===== config.mk =====
export PLATFORM = sky130hd
export DESIGN_NAME = gcs_bank
export DESIGN_NICKNAME = d
export VERILOG_FILES = /design/src/core/gcs_pkg.sv /design/src/core/gcs_pin_if.sv /design/src/core/gcs_pad_ctl.sv /design/src/core/gcs_scan_ctl.sv /design/src/core/gcs_bank.sv
export VERILOG_INCLUDE_DIRS = /design/src /design/src/core
export SDC_FILE = /design/constraint.sdc
export NUM_CORES = 1
export LEC_CHECK = 0
export BUFFER_PORTS_ARGS = -buffer_cell sky130_fd_sc_hd__buf_4
export CAP_MARGIN = 20
export CORE_ASPECT_RATIO = 1.25
export CORE_UTILIZATION = 45
export DETAILED_ROUTE_END_ITERATION = 8
export PLACE_DENSITY = 0.68
export RECOVER_POWER = 25
export SETUP_SLACK_MARGIN = 0.15
export SYNTH_ARGS = -nofsm -noshare
export SYNTH_HDL_FRONTEND = slang
export SYNTH_SLANG_ARGS = --single-unit

===== constraint.sdc =====
create_clock -name clock -period 4.1 [get_ports clock]
set_input_delay 1.025 -clock clock [delete_from_list [all_inputs] [get_ports clock]]
set_output_delay 1.025 -clock clock [all_outputs]
set_load 0.05 [all_outputs]

===== src/core/gcs_regs.svh =====
// Purpose: register map constants for the pin and scan control bank
// Assumes: Avalon-MM byte addresses, one aligned word per register
// Notes: printed offsets are register indices; byte address is four times index
`ifndef GCS_REGS_SVH
`define GCS_REGS_SVH
// ****************************************
// register indices
// ****************************************
`define GCS_IDX_PIN_CFG 6'h05
`define GCS_IDX_DIR_CFG 6'h07
`define GCS_IDX_DRIVE 6'h09
`define GCS_IDX_OUT_LVL 6'h0B
`define GCS_IDX_IN_LVL 6'h0D
`define GCS_IDX_SCAN_CTL 6'h10
`define GCS_IDX_MAN_SEL 6'h11
`define GCS_IDX_AUTO_EN 6'h12
// ****************************************
// field positions and values
// ****************************************
`define GCS_START_BIT 4
`define GCS_MODE_LSB 0
`define GCS_MODE_MSB 1
`define GCS_CHID_MSB 3
`define GCS_RST8 8'h00
`define GCS_SCAN_CTL_MASK 8'h13
`define GCS_MAN_SEL_MASK 8'h0F
`define GCS_UNMAPPED_DATA 32'h0000_0000
`endif


===== src/core/gcs_pkg.sv =====
// Purpose: shared types of the pin and scan control bank
// Assumes: eight channels
// Notes: scan mode codes are fixed by the register encoding
package gcs_pkg;
  // ****************************************
  // scan mode encoding
  // ****************************************
  typedef enum logic [1:0] {
    GCS_MODE_MANUAL = 2'h0,
    GCS_MODE_AUTO = 2'h1,
    GCS_MODE_FLY = 2'h2,
    GCS_MODE_RSVD = 2'h3
  } gcs_mode_type;
endpackage : gcs_pkg


===== src/core/gcs_pin_if.sv =====
// Purpose: carries per-channel pin configuration between bank and pad logic
// Assumes: one clock domain
// Notes: none
`timescale 1ns/1ps
interface gcs_pin_if #(parameter int N = 8);
  logic [N-1:0] is_digital; // 1 = general purpose pin
  logic [N-1:0] is_output; // 1 = output direction
  logic [N-1:0] push_pull; // 1 = push-pull, 0 = open drain
  logic [N-1:0] level; // level to drive
  modport bank (output is_digital, output is_output, output push_pull, output level);
  modport pad (input is_digital, input is_output, input push_pull, input level);
endinterface : gcs_pin_if


===== src/core/gcs_pad_ctl.sv =====
// Purpose: turns pin configuration into pad drive and input sampling
// Assumes: pad inputs are asynchronous to clock
// Notes: open drain drives low only, floats for high
`timescale 1ns/1ps
module gcs_pad_ctl #(
  parameter int N = 8
) (
  // clock and reset
  input wire logic clock,
  input wire logic rst_b,
  // configuration
  gcs_pin_if.pad cfg,
  // pads
  input wire logic [N-1:0] pad_in,
  output logic [N-1:0] pad_out,
  output logic [N-1:0] pad_oe,
  // sampled levels
  output logic [N-1:0] in_level
);
  logic [N-1:0] sync1_r; // first stage, read only by second
  logic [N-1:0] sync2_r; // second stage
  logic [N-1:0] out_r; // registered pad data
  logic [N-1:0] oe_r; // registered pad enable
  // ****************************************
  // input synchroniser
  // ****************************************
  // two stages since pads are outside the clock domain
  always_ff @(posedge clock or negedge rst_b) begin
    if (!rst_b) begin
      sync1_r <= '0;
      sync2_r <= '0;
    end else begin
      sync1_r <= pad_in;
      sync2_r <= sync1_r;
    end
  end
  assign in_level = sync2_r; // [RULE3]
  // ****************************************
  // output drive
  // ****************************************
  // driver enabled only for digital pins in output direction
  always_ff @(posedge clock or negedge rst_b) begin
    if (!rst_b) begin
      out_r <= '0;
      oe_r <= '0;
    end else begin
      for (int i = 0; i < N; i++) begin
        out_r[i] <= cfg.level[i]; // [RULE2]
        if (cfg.is_digital[i] && cfg.is_output[i]) begin // [RULE13] [RULE10] [RULE11]
          // open drain only pulls low
          oe_r[i] <= cfg.push_pull[i] | ~cfg.level[i]; // [RULE1]
        end else begin
          oe_r[i] <= 1'b0;
        end
      end
    end
  end
  assign pad_out = out_r;
  assign pad_oe = oe_r;
endmodule : gcs_pad_ctl


===== src/core/gcs_scan_ctl.sv =====
// Purpose: picks the channel the converter core works on
// Assumes: core pulses conv_done after each conversion
// Notes: auto scan skips disabled channels, ascending with wrap
`timescale 1ns/1ps
`include "gcs_regs.svh"
module gcs_scan_ctl #(
  parameter int N = 8
) (
  // clock and reset
  input wire logic clock,
  input wire logic rst_b,
  // configuration
  input wire gcs_pkg::gcs_mode_type mode,
  input wire logic start,
  input wire logic [3:0] manual_id,
  input wire logic [N-1:0] enables,
  input wire logic [N-1:0] is_digital,
  // core side
  input wire logic conv_done,
  output logic scan_active,
  output logic [2:0] chan,
  output logic chan_valid
);
  typedef enum logic [1:0] {GCS_IDLE, GCS_RUN} gcs_state_type;
  gcs_state_type state_r; // scan state
  logic [2:0] auto_r; // current auto channel
  logic [2:0] next_ch; // next enabled channel
  logic run_ok; // auto mode with start set and at least one enable bit set
  // next enabled analog channel above cur, wrapping
  function automatic logic [2:0] gcs_next(input logic [2:0] cur, input logic [N-1:0] en);
    logic [2:0] res;
    logic [2:0] c;
    res = cur;
    for (int k = N; k >= 1; k--) begin
      c = 3'((int'(cur) + k) % N);
      if (en[c]) begin
        res = c;
      end
    end
    return res;
  endfunction : gcs_next
  assign run_ok = (mode == gcs_pkg::GCS_MODE_AUTO) && start && (enables != '0); // [RULE6] [RULE5]
  assign next_ch = gcs_next(auto_r, enables & ~is_digital); // [RULE12]
  // ****************************************
  // sequence state
  // ****************************************
  always_ff @(posedge clock or negedge rst_b) begin
    if (!rst_b) begin
      state_r <= GCS_IDLE;
      auto_r <= 3'h7;
    end else begin
      unique case (state_r)
        GCS_IDLE: begin
          auto_r <= 3'h7; // so first pick is lowest channel
          if (run_ok) begin
            state_r <= GCS_RUN; // [RULE5]
            auto_r <= gcs_next(3'h7, enables & ~is_digital);
          end
        end
        GCS_RUN: begin
          if (!run_ok) begin
            state_r <= GCS_IDLE; // clearing start stops the scan
          end else if (conv_done) begin
            auto_r <= next_ch; // ascending order
          end
        end
        default: state_r <= GCS_IDLE;
      endcase
    end
  end
  // ****************************************
  // channel output
  // ****************************************
  // top bit of manual id is reserved; treated as no channel
  always_ff @(posedge clock or negedge rst_b) begin
    if (!rst_b) begin
      chan <= 3'h0;
      chan_valid <= 1'b0;
    end else if (mode == gcs_pkg::GCS_MODE_MANUAL) begin // [RULE7]
      chan <= manual_id[2:0]; // [RULE8]
      chan_valid <= ~manual_id[`GCS_CHID_MSB]; // [RULE8]
    end else if (state_r == GCS_RUN) begin
      chan <= auto_r;
      chan_valid <= (enables & ~is_digital) != '0;
    end else begin
      chan_valid <= 1'b0; // on-the-fly and reserved select nothing here
    end
  end
  assign scan_active = (state_r == GCS_RUN);
endmodule : gcs_scan_ctl


===== src/core/gcs_bank.sv =====
// Purpose: register bank for pin configuration and channel scan control
// Assumes: Avalon-MM slave, 32-bit data, word aligned byte addresses
// Notes: every access answers in the cycle after it is seen
// What this block does
// [RULE1] drive bit: 0 open drain, 1 push-pull
// [RULE2] output level bit sets driven logic level
// [RULE3] input level register reads sampled pin levels
// [RULE4] reserved control bits read as zero
// [RULE5] start bit runs ascending scan, clear stops
// [RULE6] start acts only in automatic mode
// [RULE7] mode field: manual, auto, on-the-fly, reserved
// [RULE8] manual id picks input; top bit reserved
// [RULE9] host picks only analog channels manually
// [RULE10] pin config bit: 0 analog, 1 digital
// [RULE11] direction bit: 0 input, 1 output
// [RULE12] enable bit includes channel in auto scan
// [RULE13] drive disabled unless digital output channel
//
// Added by the designer: the Avalon-MM interface to the registers.
`timescale 1ns/1ps
`include "gcs_regs.svh"
module gcs_bank #(
  parameter int N = 8
) (
  // clock and reset
  input wire logic clock,
  input wire logic rst_b,
  // avalon-mm slave
  input wire logic [7:0] avs_address,
  input wire logic avs_read,
  input wire logic avs_write,
  input wire logic [31:0] avs_writedata,
  input wire logic [3:0] avs_byteenable,
  output logic [31:0] avs_readdata,
  output logic avs_waitrequest,
  // pads
  input wire logic [N-1:0] pad_in,
  output logic [N-1:0] pad_out,
  output logic [N-1:0] pad_oe,
  // converter core
  input wire logic conv_done,
  output logic [1:0] scan_mode,
  output logic scan_active,
  output logic [2:0] conv_channel,
  output logic conv_channel_valid
);
  // ****************************************
  // storage
  // ****************************************
  logic [7:0] pin_cfg_r; // analog or digital per channel
  logic [7:0] dir_cfg_r; // input or output per channel
  logic [7:0] drive_r; // output_drive_type
  logic [7:0] out_lvl_r; // digital_output_level
  logic [7:0] scan_ctl_r; // scan_sequence_control
  logic [7:0] man_sel_r; // manual_channel_select
  logic [7:0] auto_en_r; // auto_scan_channel_enable
  logic [N-1:0] in_level; // synchronised pad levels
  logic ack_r; // answer phase of current access
  logic [31:0] rdata_nxt; // read mux
  logic [5:0] idx; // register index from byte address
  logic wr_go; // write takes effect
  gcs_pin_if #(.N(N)) pins ();
  assign idx = avs_address[7:2];
  assign wr_go = avs_write && ack_r && avs_byteenable[0];
  // one wait cycle per access keeps the read mux off the bus path
  assign avs_waitrequest = (avs_read || avs_write) && !ack_r;
  // ****************************************
  // handshake
  // ****************************************
  always_ff @(posedge clock or negedge rst_b) begin
    if (!rst_b) begin
      ack_r <= 1'b0;
    end else begin
      ack_r <= (avs_read || avs_write) && !ack_r;
    end
  end
  // ****************************************
  // pin configuration registers
  // ****************************************
  always_ff @(posedge clock or negedge rst_b) begin
    if (!rst_b) begin
      pin_cfg_r <= `GCS_RST8;
      dir_cfg_r <= `GCS_RST8;
      drive_r <= `GCS_RST8;
      out_lvl_r <= `GCS_RST8;
    end else if (wr_go) begin
      unique case (idx)
        `GCS_IDX_PIN_CFG: pin_cfg_r <= avs_writedata[7:0]; // [RULE10]
        `GCS_IDX_DIR_CFG: dir_cfg_r <= avs_writedata[7:0]; // [RULE11]
        `GCS_IDX_DRIVE: drive_r <= avs_writedata[7:0]; // [RULE1]
        `GCS_IDX_OUT_LVL: out_lvl_r <= avs_writedata[7:0]; // [RULE2]
        default: ; // other indices unmapped or handled elsewhere
      endcase
    end
  end
  // ****************************************
  // scan control registers
  // ****************************************
  // reserved bits masked on write so they always read zero
  always_ff @(posedge clock or negedge rst_b) begin
    if (!rst_b) begin
      scan_ctl_r <= `GCS_RST8;
      man_sel_r <= `GCS_RST8;
      auto_en_r <= `GCS_RST8;
    end else if (wr_go) begin
      unique case (idx)
        `GCS_IDX_SCAN_CTL: scan_ctl_r <= avs_writedata[7:0] & `GCS_SCAN_CTL_MASK; // [RULE4] [RULE7]
        `GCS_IDX_MAN_SEL: man_sel_r <= avs_writedata[7:0] & `GCS_MAN_SEL_MASK; // [RULE4] [RULE8]
        `GCS_IDX_AUTO_EN: auto_en_r <= avs_writedata[7:0]; // [RULE12]
        default: ; // writes to the input level register are dropped
      endcase
    end
  end
  // ****************************************
  // read mux
  // ****************************************
  always_comb begin
    rdata_nxt = `GCS_UNMAPPED_DATA;
    unique case (idx)
      `GCS_IDX_PIN_CFG: rdata_nxt = {24'h000000, pin_cfg_r};
      `GCS_IDX_DIR_CFG: rdata_nxt = {24'h000000, dir_cfg_r};
      `GCS_IDX_DRIVE: rdata_nxt = {24'h000000, drive_r};
      `GCS_IDX_OUT_LVL: rdata_nxt = {24'h000000, out_lvl_r};
      `GCS_IDX_IN_LVL: rdata_nxt = {{(32 - N){1'b0}}, in_level}; // [RULE3]
      `GCS_IDX_SCAN_CTL: rdata_nxt = {24'h000000, scan_ctl_r}; // [RULE4]
      `GCS_IDX_MAN_SEL: rdata_nxt = {24'h000000, man_sel_r}; // [RULE4]
      `GCS_IDX_AUTO_EN: rdata_nxt = {24'h000000, auto_en_r};
      default: rdata_nxt = `GCS_UNMAPPED_DATA; // unmapped reads zero
    endcase
  end
  // read data registered in the wait cycle, stands in the answer cycle
  always_ff @(posedge clock or negedge rst_b) begin
    if (!rst_b) begin
      avs_readdata <= 32'h0000_0000;
    end else if (avs_read && !ack_r) begin
      avs_readdata <= rdata_nxt;
    end
  end
  // ****************************************
  // pin and scan wiring
  // ****************************************
  assign pins.is_digital = pin_cfg_r[N-1:0];
  assign pins.is_output = dir_cfg_r[N-1:0];
  assign pins.push_pull = drive_r[N-1:0];
  assign pins.level = out_lvl_r[N-1:0];
  assign scan_mode = scan_ctl_r[`GCS_MODE_MSB:`GCS_MODE_LSB]; // [RULE7]
  gcs_pad_ctl #(.N(N)) u_pad (
    .clock(clock),
    .rst_b(rst_b),
    .cfg(pins),
    .pad_in(pad_in),
    .pad_out(pad_out),
    .pad_oe(pad_oe),
    .in_level(in_level)
  );
  // digital channels are withheld from auto scan; manual pick is host duty
  gcs_scan_ctl #(.N(N)) u_scan (
    .clock(clock),
    .rst_b(rst_b),
    .mode(gcs_pkg::gcs_mode_type'(scan_ctl_r[`GCS_MODE_MSB:`GCS_MODE_LSB])),
    .start(scan_ctl_r[`GCS_START_BIT]), // [RULE5] [RULE6]
    .manual_id(man_sel_r[`GCS_CHID_MSB:0]),
    .enables(auto_en_r[N-1:0]),
    .is_digital(pin_cfg_r[N-1:0]),
    .conv_done(conv_done),
    .scan_active(scan_active),
    .chan(conv_channel),
    .chan_valid(conv_channel_valid)
  );
endmodule : gcs_bank


Word level (Yosys, flattened, before mapping) --
Cells that the tools add are included.
Operators by class: shift operators 0, order comparisons 8, bitwise gates (word level) 19, add/sub/neg operators 8, multiply operators 0, divide/modulo/power cells 0, equality and inequality tests 15, reduce and logical (&&, ||, !) cells 31, muxes and demuxes 51
Operator list (number):
- $pmux 8 s8 | 1
- $mux 3 | 17
- $lt 3x4->1 const B | 8
- $bmux 1 s3 | 8
- $mux 1 | 19
- $eq 6x4->1 const B | 3
- $eq 6x5->1 const B | 3
- $reduce_and 2->1 | 8
- $reduce_bool 8->1 | 2
- $logic_and 1x1->1 | 14
- $add 3x3->3 const B | 4
- $eq 6x3->1 const B | 2
- $ne 9x1->1 const B | 1
- $not 1->1 | 9
- $and 8x8->8 | 1
- $mux 2 | 4
- $not 8->8 | 1
- $or 1x1->1 | 8
- $add 3x1->3 const B | 2
- $add 3x2->3 const B | 2
- $pmux 3 s2 | 1
- $eq 2x1->1 const B | 2
- $logic_not 2->1 | 2
- $ne 2x1->1 const B | 2
- 6 further kinds | 8
Storage, ports and cells: ROM bits 0, memories kept 0, output and inout port bits 56, bits in writable memories 0, input bits 57, latch bits 0, flip-flop bits (word level) 121

Longest topological paths before layout --
Gate-level depths: netlist (run 1).
depth after elaboration 15, gate-level depth with buffers 9, gate-level depth less buffers 9

By module --
From an unflattened synthesis (run 1), not the netlist that was laid out.
Second synthesis, totals: cell total of the unflattened synthesis 469, area total of the unflattened synthesis 5296.3 um2
Modules (own cells, without submodules):
- gcs_bank | instances 1, cells each 255, area an instance 3021.6 um2, sequential area each 1401.3 um2
- gcs_scan_ctl | instances 1, cells each 158, area an instance 1343.8 um2, sequential area each 203.9 um2
- gcs_pad_ctl | instances 1, cells each 56, area an instance 930.9 um2, sequential area each 800.8 um2

Worst setup path before layout (run 1) --
Ideal clock, no wire load.
path kind reg2reg, start register u_scan.auto_r[0], end register u_scan.auto_r[2], library setup time 82 ps, slack 1230 ps, cell stages (with the launch flop) 9, required time 4018 ps, arrival 2787 ps, period minus slack after synthesis 2870 ps, cells stage by stage dfstp_2 inv_2 ha_1 clkbuf_1 mux4_2 nor4_2 nand4_1 o31ai_4 mux2_2
On the way: longest elaborated chain between the ends 13, elaborated cells between the ends (all ways) 37
Ends and longest elaborated chain:
- start: declaration | line gcs_scan_ctl.sv:26 | logic [2:0] auto_r;
- start signal: assignment | line gcs_scan_ctl.sv:57 | auto_r <= gcs_next(3'h7, enables & ~is_digital);
- start signal: assignment | line gcs_scan_ctl.sv:64 | auto_r <= next_ch;
- $add 3x3->3 | line gcs_scan_ctl.sv:35 | c = 3'((int'(cur) + k) % N);
- $bmux 1 s3 | line gcs_scan_ctl.sv:36 | if (en[c]) begin
- $mux 1 (implied by the code) | line gcs_scan_ctl.sv:36
- $mux 3 (7 in series) | line gcs_scan_ctl.sv:36
- $mux 3 | line gcs_scan_ctl.sv:63 | end else if (conv_done) begin
- $mux 3 | line gcs_scan_ctl.sv:61 | if (!run_ok) begin
- $pmux 3 s2 | line gcs_scan_ctl.sv:52 | unique case (state_r)
Parallel ways exist; a longest one is shown, timed or not. The select of a mux whose other input is x is not followed. A chain may end at the register's enable or synchronous reset.

Final worst setup path (run 1) --
start register u_scan.auto_r[0], end register u_scan.auto_r[1]
Same word-level chain as after synthesis.

==> metrics.txt, run 1 <==
power share of the clock group=about a third; number of diodes=0; critical path's largest stage delay=780 ps; clock root buffer master=clkbuf_16; area occupied by multi-input gates=roughly 2300 um^2; post_cts resized=0; vias per cell=roughly 5.7; largest fanout on the critical path=16; failing checks=capacitance limit, slew limit; initial antenna violation count=0; number of I/O pins=~110; H-tree levels=3; WL per Instance=approximately 18 um; NetSw=884 uW; largest area contributor in the netlist=dfrtp_1; relative slew slack=-0.0407%; 1st-pass router iterations=5; CTS Buf Count=9; Syn. warnings=0; cts hold-fix bufs=0; CTS clk-pin slew, worst paths=60 ps; combinational power share=25.5%; Post-Layout Cell Count=about 630; final setup violation count=0; Total GRT Usage=approximately 22%; top_reg_cell synth=dfrtp_1; Fin. Hold Viols=0; vias in the first global route=3734; clk_skew=6.86 ps; Fin Setup TNS=0 ps; drt drc=0; worst hold margin=roughly 350 ps; Mean Syn Cell Area=11.5 um^2; Register Area=2410 um^2; RSZ-0062 raised after global routing=false; post-synthesis register bit count=96; total of max-cap violations=1; P_leak=0.00279 uW; share of post-route cells with drive strength above 1=30.5%; commonest non-fill, non-tap cell in the layout=dfrtp_1; Critical Path AT=~3600 ps; drt total wl=11.4 mm; # fillers=939; Area growth, synth to finish=17.0%; Final ANT Viol Nets=0; CP max-delay cell=dfstp_2; largest net degree at the start of global routing=61; top-area cell type share of the netlist area=47.1%; Slew @ Worst Pin=~1500 ps; f_max=304 MHz; Setup CP Type=register to register; Reg power frac=40.5%; Horiz. Die Dim=95.7 um; Syn Std Cell Area=~4900 um^2; cell count after synthesis=about 430; die area=11400 um^2; Tot Pwr=between 2000 and 3000 uW; TritonCTS Sinks=96; Sw Ratio=31.5%; CTS tree=done; setup slack, reg-to-reg=810 ps; period utilisation layout=80.2%; Port Buf Inserts=59; first-pass GRT wire length=18.9 mm; most frequent cells in the layout=93 x dfrtp_1, 56 x buf_4, 50 x mux2_2; vias=between 3000 and 4000; minimum clock period=3290 ps; worst skew pair latency=340 ps; placed cells=611; type of the most critical hold path=register to register; core area=10600 um^2; Yosys cell types=65; outcome=complete, but fails checks; CP startpoint kind=register; Post-CTS Setup Bufs=0; Async S/R FF share, synth=100%; Die Y-Extent=119 um; Final Core Density=54.5%; fin. max-slew vios=27; initial drt markers=roughly 180; nets=550; internal power=1920 uW; number of synthesized flops with an enable pin=0; Req. time, crit path=4370 ps; Placer Congestion=between 0.8 and 0.9; Peak supply drop=0.000288 V; HPWL after DPL=8.25 mm; CTS Buffer Depth=2; PD cells=486 nW/um^2; top cells by area, synth=dfrtp_1 47%, mux2_2 11%, mux4_2 4.1%; total gr overflow=0; Crit. End Element=register; initial core utilization=46.6%; site row count=42; crit-path cells=inv_2 > ha_1 > mux4_2 > nor4_2 > nand4_1 > o31ai_4 > a31oi_2 > mux2_4; register area share after synthesis=48.7%
-- cells in the mapped netlist, types with 2 or more instances --
cell type,number
a222oi_1,3
a221oi_1,4
nor2b_1,8
a21o_1,4
dfrtp_1,93
mux4_2,9
ha_1,3
mux2_2,50
a22oi_1,13
nor4_1,2
or4_1,2
dfstp_2,3
nor3_1,6
o21ai_0,15
a31oi_1,3
nand2b_1,10
xor2_1,4
a22o_1,3
and3_1,3
buf_4,26
clkbuf_1,9
o22ai_1,2
nand2_1,30
buf_2,3
and2_1,3
xnor2_1,3
nand4_1,3
nor3b_1,2
nor2_1,17
mux2i_1,16
nand3_1,4
nand3b_1,3
inv_1,15
nor4bb_1,2
a21oi_1,23
-- final timing paths --
path,from,endpoint,cells past startpoint
hold / removal,u_pad.sync1_r[6]$_DFF_PN0_,u_pad.in_level[6]$_DFF_PN0_,0
setup / recovery,u_scan.auto_r[0]$_DFFE_PN1P_,u_scan.auto_r[1]$_DFFE_PN1P_,8
min in group asynchronous,rst_b,avs_readdata[4]$_DFFE_PN0P_,1
hold reg to reg,u_pad.sync1_r[6]$_DFF_PN0_,u_pad.in_level[6]$_DFF_PN0_,0
setup reg to reg,u_scan.auto_r[0]$_DFFE_PN1P_,u_scan.auto_r[1]$_DFFE_PN1P_,8
max in group asynchronous,rst_b,u_scan.auto_r[0]$_DFFE_PN1P_,2
-- through the flow --
stage               cell area [um^2]  setup WS (ps)
finish                          5780            812
global placement                5440            838
detailed placement              5440            802
global route                    5780            574
CTS                             5780            783
floorplan                       5030           1230
-- worst max-delay path, delay by kind of cell (launching register included) --
kind / cells / cell delay (ps)
compound gates: 2 / 440
buf+inv: 1 / 210
flops: 1 / 780
fa+ha+maj: 1 / 540
mux: 2 / 750
simple gates: 2 / 480
-- state kept, by name, indices dropped and copies added, names as in the netlist --
name               count
auto_en_r              8
avs_readdata           8
dir_cfg_r              8
drive_r                8
out_lvl_r              8
pin_cfg_r              8
u_pad.in_level         8
u_pad.pad_oe           8
u_pad.pad_out          8
u_pad.sync1_r          8
man_sel_r              4
scan_ctl_r             3
u_scan.auto_r          3
u_scan.chan            3
ack_r                  1
u_scan.chan_valid      1
u_scan.state_r         1
-- power groups by stage --
stage | Sequential [uW] | Clock, uW | Combinational [uW]
6_report | 1140 | 956 | 715
5_1_grt | 1150 | 1010 | 782
4_1_cts | 1140 | 972 | 718
3_5_place_dp | 1150 | 0 | 716
3_3_place_gp | 1150 | 0 | 700
2_1_floorplan | 1130 | 0 | 585
-- layer usage --
layer | track usage, % | vias up | share of wire [%]
met5 | 0 | - | 0
met4 | 8.86 | 0 | 2.6
met3 | 3.32 | 21 | 4.1
met2 | 36.3 | 108 | 51
met1 | 28.4 | 1811 | 42
li1 | - | 1646 | -
-- cell families (layout without fill, tap and decap cells) --
kind of cell	after synthesis	after routing	synth area share, %
AO/OA/AOI/OAI	88	88	12.5
flip-flops	96	96	48.7
other	1	24	0.0759
buffers and inverters	55	98	6.23
multiplexers	78	78	19.8
AND/OR/NAND/NOR	101	101	10.8
XOR/XNOR	7	7	1.24
adder cells (fa/ha/maj)	3	3	0.759
-- area by class of cell --
| class | count | share of cell area (%) |
|---|---|---|
| Clock buffer | 10 | 3.96 |
| Clock inverter | 6 | 1.95 |
| Inverter | 16 | 1.04 |
| Multi-Input combinational cell | 301 | 40.1 |
| Sequential cell | 96 | 41.6 |
| Tap cell | 132 | 2.86 |
| Timing Repair Buffer | 66 | 8.53 |
Note: power is estimated with default switching activity, not from simulation.
==> run 2: changes to the inputs <==
--- a/config.mk
+++ b/config.mk
@@ -6,12 +6,13 @@
 export SDC_FILE = /design/constraint.sdc
 export NUM_CORES = 1
 export LEC_CHECK = 0
+export ABC_AREA = 1
 export BUFFER_PORTS_ARGS = -buffer_cell sky130_fd_sc_hd__buf_4
 export CAP_MARGIN = 20
 export CORE_ASPECT_RATIO = 1.25
 export CORE_UTILIZATION = 45
 export DETAILED_ROUTE_END_ITERATION = 8
-export PLACE_DENSITY = 0.68
+export PLACE_DENSITY = 0.69
 export RECOVER_POWER = 25
 export SETUP_SLACK_MARGIN = 0.15
 export SYNTH_ARGS = -nofsm -noshare
==> constraint.sdc (replaced) <==
create_clock -name clock -period 3.04 [get_ports clock]
set_input_delay 0.76 -clock clock [delete_from_list [all_inputs] [get_ports clock]]
set_output_delay 0.76 -clock clock [all_outputs]
set_load 0.05 [all_outputs]
==> run 2 against run 1 <==
  * The flow now finishes without violations
  * Largest cell class unchanged
  * Largest power group is now combinational cells
  * Final area is 3.9% lower
  * Utilization is 0.061 points lower
  * Critical path type unchanged
  * Register-to-register slack hardly changed
==> metrics.txt, run 2 <==
minimum clock period=around 2200 ps; placed cells=747; Total GRT Usage=22.2%; relative slew slack=roughly an eighth; initial core utilization=between 40% and 50%; first-pass GRT wire length=between 15 and 20 mm; top_reg_cell synth=dfrtp_1; Register Area=approximately 2400 um^2; site row count=slightly above 40; CTS clk-pin slew, worst paths=70 ps; CP top delay family=simple AND/OR/NAND/NOR gates; post_cts resized=0; Peak supply drop=0.000416 V; CP startpoint kind=register; top cells by area, synth=dfrtp_1 49%, nand2_1 11%, nand3_1 4.8%; Post-Layout Cell Count=763; nets=689; dpl cell area=5270 um^2; f_max=447 MHz; CTS tree=done; final setup violation count=0; largest net degree at the start of global routing=54; Yosys cell types=38; total gr overflow=0; # fillers=between 900 and 1000; Async S/R FF share, synth=100%; Fin. Hold Viols=0; most frequent cells in the layout=146 x nand2_1, 93 x dfrtp_1, 60 x inv_1; CTS Buffer Depth=2; Slew @ Worst Pin=1310 ps; drt total wl=11.1 mm; outcome=completed; Die Y-Extent=117 um; Setup CP Type=register to register; total of max-cap violations=0; commonest non-fill, non-tap cell in the layout=nand2_1; min-delay src=u_pad.sync1_r[4]$_DFF_PN0_; reg2reg end=u_scan.auto_r[0]$_DFFE_PN1P_; vias in the first global route=slightly below 4000; crit-path cells=inv_2 > ha_1 > inv_2 > nand3_1 > nand2_1 > nand2_1 > inv_1 > nand2_1 > nor2_1 > nand3_2 > nand2_2 > nand2_2 > nand2_2 > nor2_1 > nand2_1 > nand2_1; number of synthesized flops with an enable pin=0; Worst Hold Depth=0; Critical Path AT=between 2000 and 3000 ps; 1st-pass router iterations=5; fin. max-slew vios=0; Syn Std Cell Area=4770 um^2; share of post-route cells with drive strength above 1=19.6%; Post-CTS Setup Bufs=0; RSZ-0062 raised after global routing=false; critical path's most frequent cell=nand2_1; worst hold margin=347 ps; P_leak=between 0.002 and 0.003 uW; Mean Syn Cell Area=8.46 um^2; TritonCTS Sinks=96; HPWL after DPL=8.40 mm; Fin Setup TNS=0 ps; clock root buffer master=clkbuf_16; number of diodes=0; type of the most critical hold path=register to register; initial drt markers=around 250; cts hold-fix bufs=0; number of I/O pins=113; CTS Buf Count=9; setup slack, reg-to-reg=~800 ps; Crit. End Element=register; drt drc=0; PD cells=approximately 770 nW/um^2; synth cell count leaders=146 x nand2_1, 93 x dfrtp_1, 60 x inv_1; Horiz. Die Dim=94.1 um; post-synthesis register bit count=96; cell count after synthesis=564; Placer Congestion=0.893; largest fanout on the critical path=10; Area growth, synth to finish=16.4%; Final ANT Viol Nets=0; vias per cell=5.17; Buffers & Inverters on Critical Path=3; top-count cell post-synth=nand2_1; CP max-delay cell=dfstp_2; H-tree levels=3; core area=10200 um^2; Syn. warnings=0; Port Buf Inserts=a little under 60; Final Cell Area=5550 um^2; register area share after synthesis=about 50%; die area=11000 um^2; vias=3946; top-area cell type share of the netlist area=about 49%; WL per Instance=14.5 um; clk_skew=7.44 ps; initial antenna violation count=0; area occupied by multi-input gates=1940 um^2; worst skew pair latency=340 ps; period utilisation layout=73.6%; critical path's largest stage delay=about 540 ps; Req. time, crit path=~3300 ps; worst r2r path cells=16; reg2reg start=u_scan.auto_r[0]$_DFFE_PN1P_; largest area contributor in the netlist=dfrtp_1; hold endpoint=u_pad.in_level[4]$_DFF_PN0_
## run 2: changes by cell type after synthesis, moves of 11 or more
cell and delta:
o21ai_0 +24, nand2_1 +116, a22oi_1 -12, nand3_1 +42, inv_1 +45, mux2_2 -50, o21ai_1 +21, a21oi_1 -11
mux2i_1 -16, nand3_2 +13, inv_2 +11
## run 2: layout make-up
| class | count | share of cell area [%] |
|---|---|---|
| flip-flops and latches | 96 | 43.3 |
| multi-input cells | 385 | 34.9 |
| repair buffers | 64 | 8.83 |
| inverters | 73 | 4.93 |
| clock buffers | 11 | 4.55 |
| well taps | 129 | 2.91 |
| clock inverters | 5 | 0.563 |
## run 2: metrics by stage
step                setup slack, ps  util [%]  total power [uW]
finish                          804      54.4              4290
global route                    522      54.4              4630
CTS                             791      54.4              4320
detailed placement              679      51.6              3260
global placement                780      51.6              3230
floorplan                       677         -              2910
## run 2: per-layer routing
metal	global-route usage [%]	up-vias	routed length (um)
met5	0	-	0
met4	9.03	0	266
met3	3.17	20	486
met2	38.9	126	5730
met1	27.6	1872	4580
li1	-	1928	-
## run 2: worst register-to-register path, cell delays in order (launching register included)
cell and delay (ps):
dfstp_2 540, inv_2 80, ha_1 390, inv_2 170, nand3_1 160, nand2_1 90
nand2_1 50, inv_1 50, nand2_1 40, nor2_1 120, nand3_2 80, nand2_2 70
nand2_2 60, nand2_2 100, nor2_1 50, nand2_1 50, nand2_1 50
## run 2: cells by family (layout without fill, tap and decap cells)
group	count (synthesis)	after routing	synth area share, %
AND/OR/NAND/NOR	250	250	24.0
AO/OA/AOI/OAI	104	104	12.6
other	1	24	0.0786
adder cells (fa/ha/maj)	3	3	0.787
XOR/XNOR	4	4	1.44
buffers and inverters	106	153	10.7
flip-flops	96	96	50.4
## run 2: worst max path at each step
stage               cells after the start                            to  slack (ps)                          from
finish                                 16  u_scan.auto_r[0]$_DFFE_PN1P_         800  u_scan.auto_r[0]$_DFFE_PN1P_
global route                           16  u_scan.auto_r[0]$_DFFE_PN1P_         520  u_scan.auto_r[0]$_DFFE_PN1P_
CTS                                    16  u_scan.auto_r[0]$_DFFE_PN1P_         790  u_scan.auto_r[0]$_DFFE_PN1P_
detailed placement                      8      dir_cfg_r[4]$_DFFE_PN0P_         680                avs_address[5]
global placement                        8      dir_cfg_r[1]$_DFFE_PN0P_         780                avs_address[7]
floorplan                               2               avs_waitrequest         680                      avs_read
## run 2: where the power goes
group	leakage [uW]	total [uW]	internal, uW	switching [uW]
logic	0.00131	1750	587	1160
registers	0.00128	1480	1380	102
clock network	0.000141	1060	596	461
==> run 3: changes to the inputs <==
==> constraint.sdc (replaced) <==
create_clock -name clock -period 2.2 [get_ports clock]
set_input_delay 0.55 -clock clock [delete_from_list [all_inputs] [get_ports clock]]
set_output_delay 0.55 -clock clock [all_outputs]
set_load 0.05 [all_outputs]
==> run 3 against run 2 <==
  * Sequential power up 41%
  * First-iteration DRC count up 35%
  * Sequential share of layout area down 2.1 points
  * Clock-buffer cell count up 3
==> metrics.txt, run 3 (synthesis results as in run 2) <==
Post-Layout Cell Count=slightly below 800; Reg power frac=32.1%; Crit. End Element=register; Horiz. Die Dim=about 94 um; commonest non-fill, non-tap cell in the layout=nand2_1; type of the most critical hold path=primary input to register; CTS tree=done; CTS Buf Count=9; clk_skew=6.48 ps; H-tree levels=3; f_max=~500 MHz; CTS Buffer Depth=2; hold endpoint=u_pad.sync1_r[7]$_DFF_PN0_; TritonCTS Sinks=96; initial core utilization=46.7%; combinational power share=roughly 44%; number of I/O pins=113; core area=10200 um^2; setup slack at placement=113 ps; drt drc=0; vias per cell=5.17; worst skew pair latency=340 ps; worst hold margin=336 ps; die area=11000 um^2; Fin Setup TNS=0 ps; Fin. Hold Viols=0; fin. max-slew vios=0; Req. time, crit path=2470 ps; minimum clock period=1980 ps; Critical Path AT=between 2000 and 2500 ps; NetSw=2560 uW; largest net degree at the start of global routing=44; final setup violation count=0; 1st-pass router iterations=5; setup slack, reg-to-reg=220 ps; nets=700; worst r2r path cells=16; min-delay src=pad_in[7]; Worst Hold Depth=1; internal power=between 3000 and 4000 uW; drt total wl=between 10 and 15 mm; share of post-route cells with drive strength above 1=23.6%; initial antenna violation count=0; Peak supply drop=0.000522 V; Placer Congestion=between 0.8 and 0.9; Total GRT Usage=roughly 22%; vias=4005; PD cells=1110 nW/um^2; Final Core Density=between 50 and 60%; outcome=completed; P_leak=0.00283 uW; power share of the clock group=24.0%; Final ANT Viol Nets=0; reg2reg start=u_scan.auto_r[1]$_DFFE_PN1P_; CTS clk-pin slew, worst paths=60 ps; Area growth, synth to finish=22.5%; CP startpoint kind=register; total of max-cap violations=0; WL per Instance=about 14 um; vias in the first global route=3831; site row count=41; most frequent cells in the layout=144 x nand2_1, 93 x dfrtp_1, 63 x buf_4; RSZ-0062 raised after global routing=true; relative slew slack=36.5%; Slew @ Worst Pin=around 950 ps; placed cells=757; clock root buffer master=clkbuf_16; final worst slack=217 ps; total gr overflow=0; period utilisation layout=90.2%; Port Buf Inserts=59; Die Y-Extent=around 120 um; initial drt markers=between 300 and 400; first-pass GRT wire length=18.3 mm; Sw Ratio=39.6%; largest fanout on the critical path=5; reg2reg end=u_scan.auto_r[0]$_DFFE_PN1P_; number of diodes=0; HPWL after DPL=about 8.5 mm; Setup CP Type=register to register
-- run 3: timing repair --
item	in CTS	in global routing
buffers inserted	0	1
endpoints found under the setup margin	2	3
gates resized for setup	1	33
hold buffers	0	0
pin swaps	0	10
cloned	0	0
-- run 3: layout make-up --
class,count,area [um^2]
multi-input cells,385,2110
clock inverters,2,38.8
inverters,73,282
clock buffers,14,264
repair buffers,75,581
well taps,129,161
flip-flops and latches,96,2410
fillers,948,4370
-- run 3: worst max-delay path by stage --
stage                                 start  cells past startpoint                            to
3_5_place_dp   u_scan.auto_r[0]$_DFFE_PN1P_                     16  u_scan.auto_r[0]$_DFFE_PN1P_
6_report       u_scan.auto_r[1]$_DFFE_PN1P_                     16  u_scan.auto_r[0]$_DFFE_PN1P_
5_1_grt        u_scan.auto_r[0]$_DFFE_PN1P_                     16  u_scan.auto_r[0]$_DFFE_PN1P_
2_1_floorplan  u_scan.auto_r[1]$_DFFE_PN1P_                     17  u_scan.auto_r[0]$_DFFE_PN1P_
4_1_cts        u_scan.auto_r[0]$_DFFE_PN1P_                     16  u_scan.auto_r[0]$_DFFE_PN1P_
3_3_place_gp   u_scan.auto_r[0]$_DFFE_PN1P_                     16  u_scan.auto_r[0]$_DFFE_PN1P_
-- run 3: per-stage QoR --
step / cell area, um^2 / power (uW)
2_1_floorplan: 4870 / 4070
5_1_grt: 5840 / 6930
3_3_place_gp: 5360 / 4550
6_report: 5840 / 6480
4_1_cts: 5670 / 6160
3_5_place_dp: 5360 / 4590
-- run 3: power by group through the flow --
stage / Combinational, uW / Sequential [uW] / Clock (uW)
after floorplan: 1970 / 2100 / 0
after global placement: 2470 / 2080 / 0
after detailed placement: 2500 / 2080 / 0
after CTS: 2520 / 2050 / 1580
after global routing: 3180 / 2100 / 1650
final: 2840 / 2080 / 1560
-- run 3: critical path: stages (launching register included) --
cell and delay, ps:
dfstp_2 560, inv_4 50, ha_4 280, inv_6 100, nand3_4 90, nand2_1 70
nand2_1 60, inv_2 40, nand2_1 50, nor2_2 130, nand3_2 80, nand2_2 90
nand2_4 60, nand2_4 100, nor2_1 50, nand2_1 50, nand2_1 50
-- run 3: layer usage --
| metal | track usage, % | up-vias | routed length (um) |
|---|---|---|---|
| li1 | - | 1961 | - |
| met1 | 27.1 | 1900 | 4610 |
| met2 | 37.9 | 116 | 5800 |
| met3 | 3.75 | 28 | 432 |
| met4 | 11.1 | 0 | 361 |
| met5 | 0 | - | 0 |
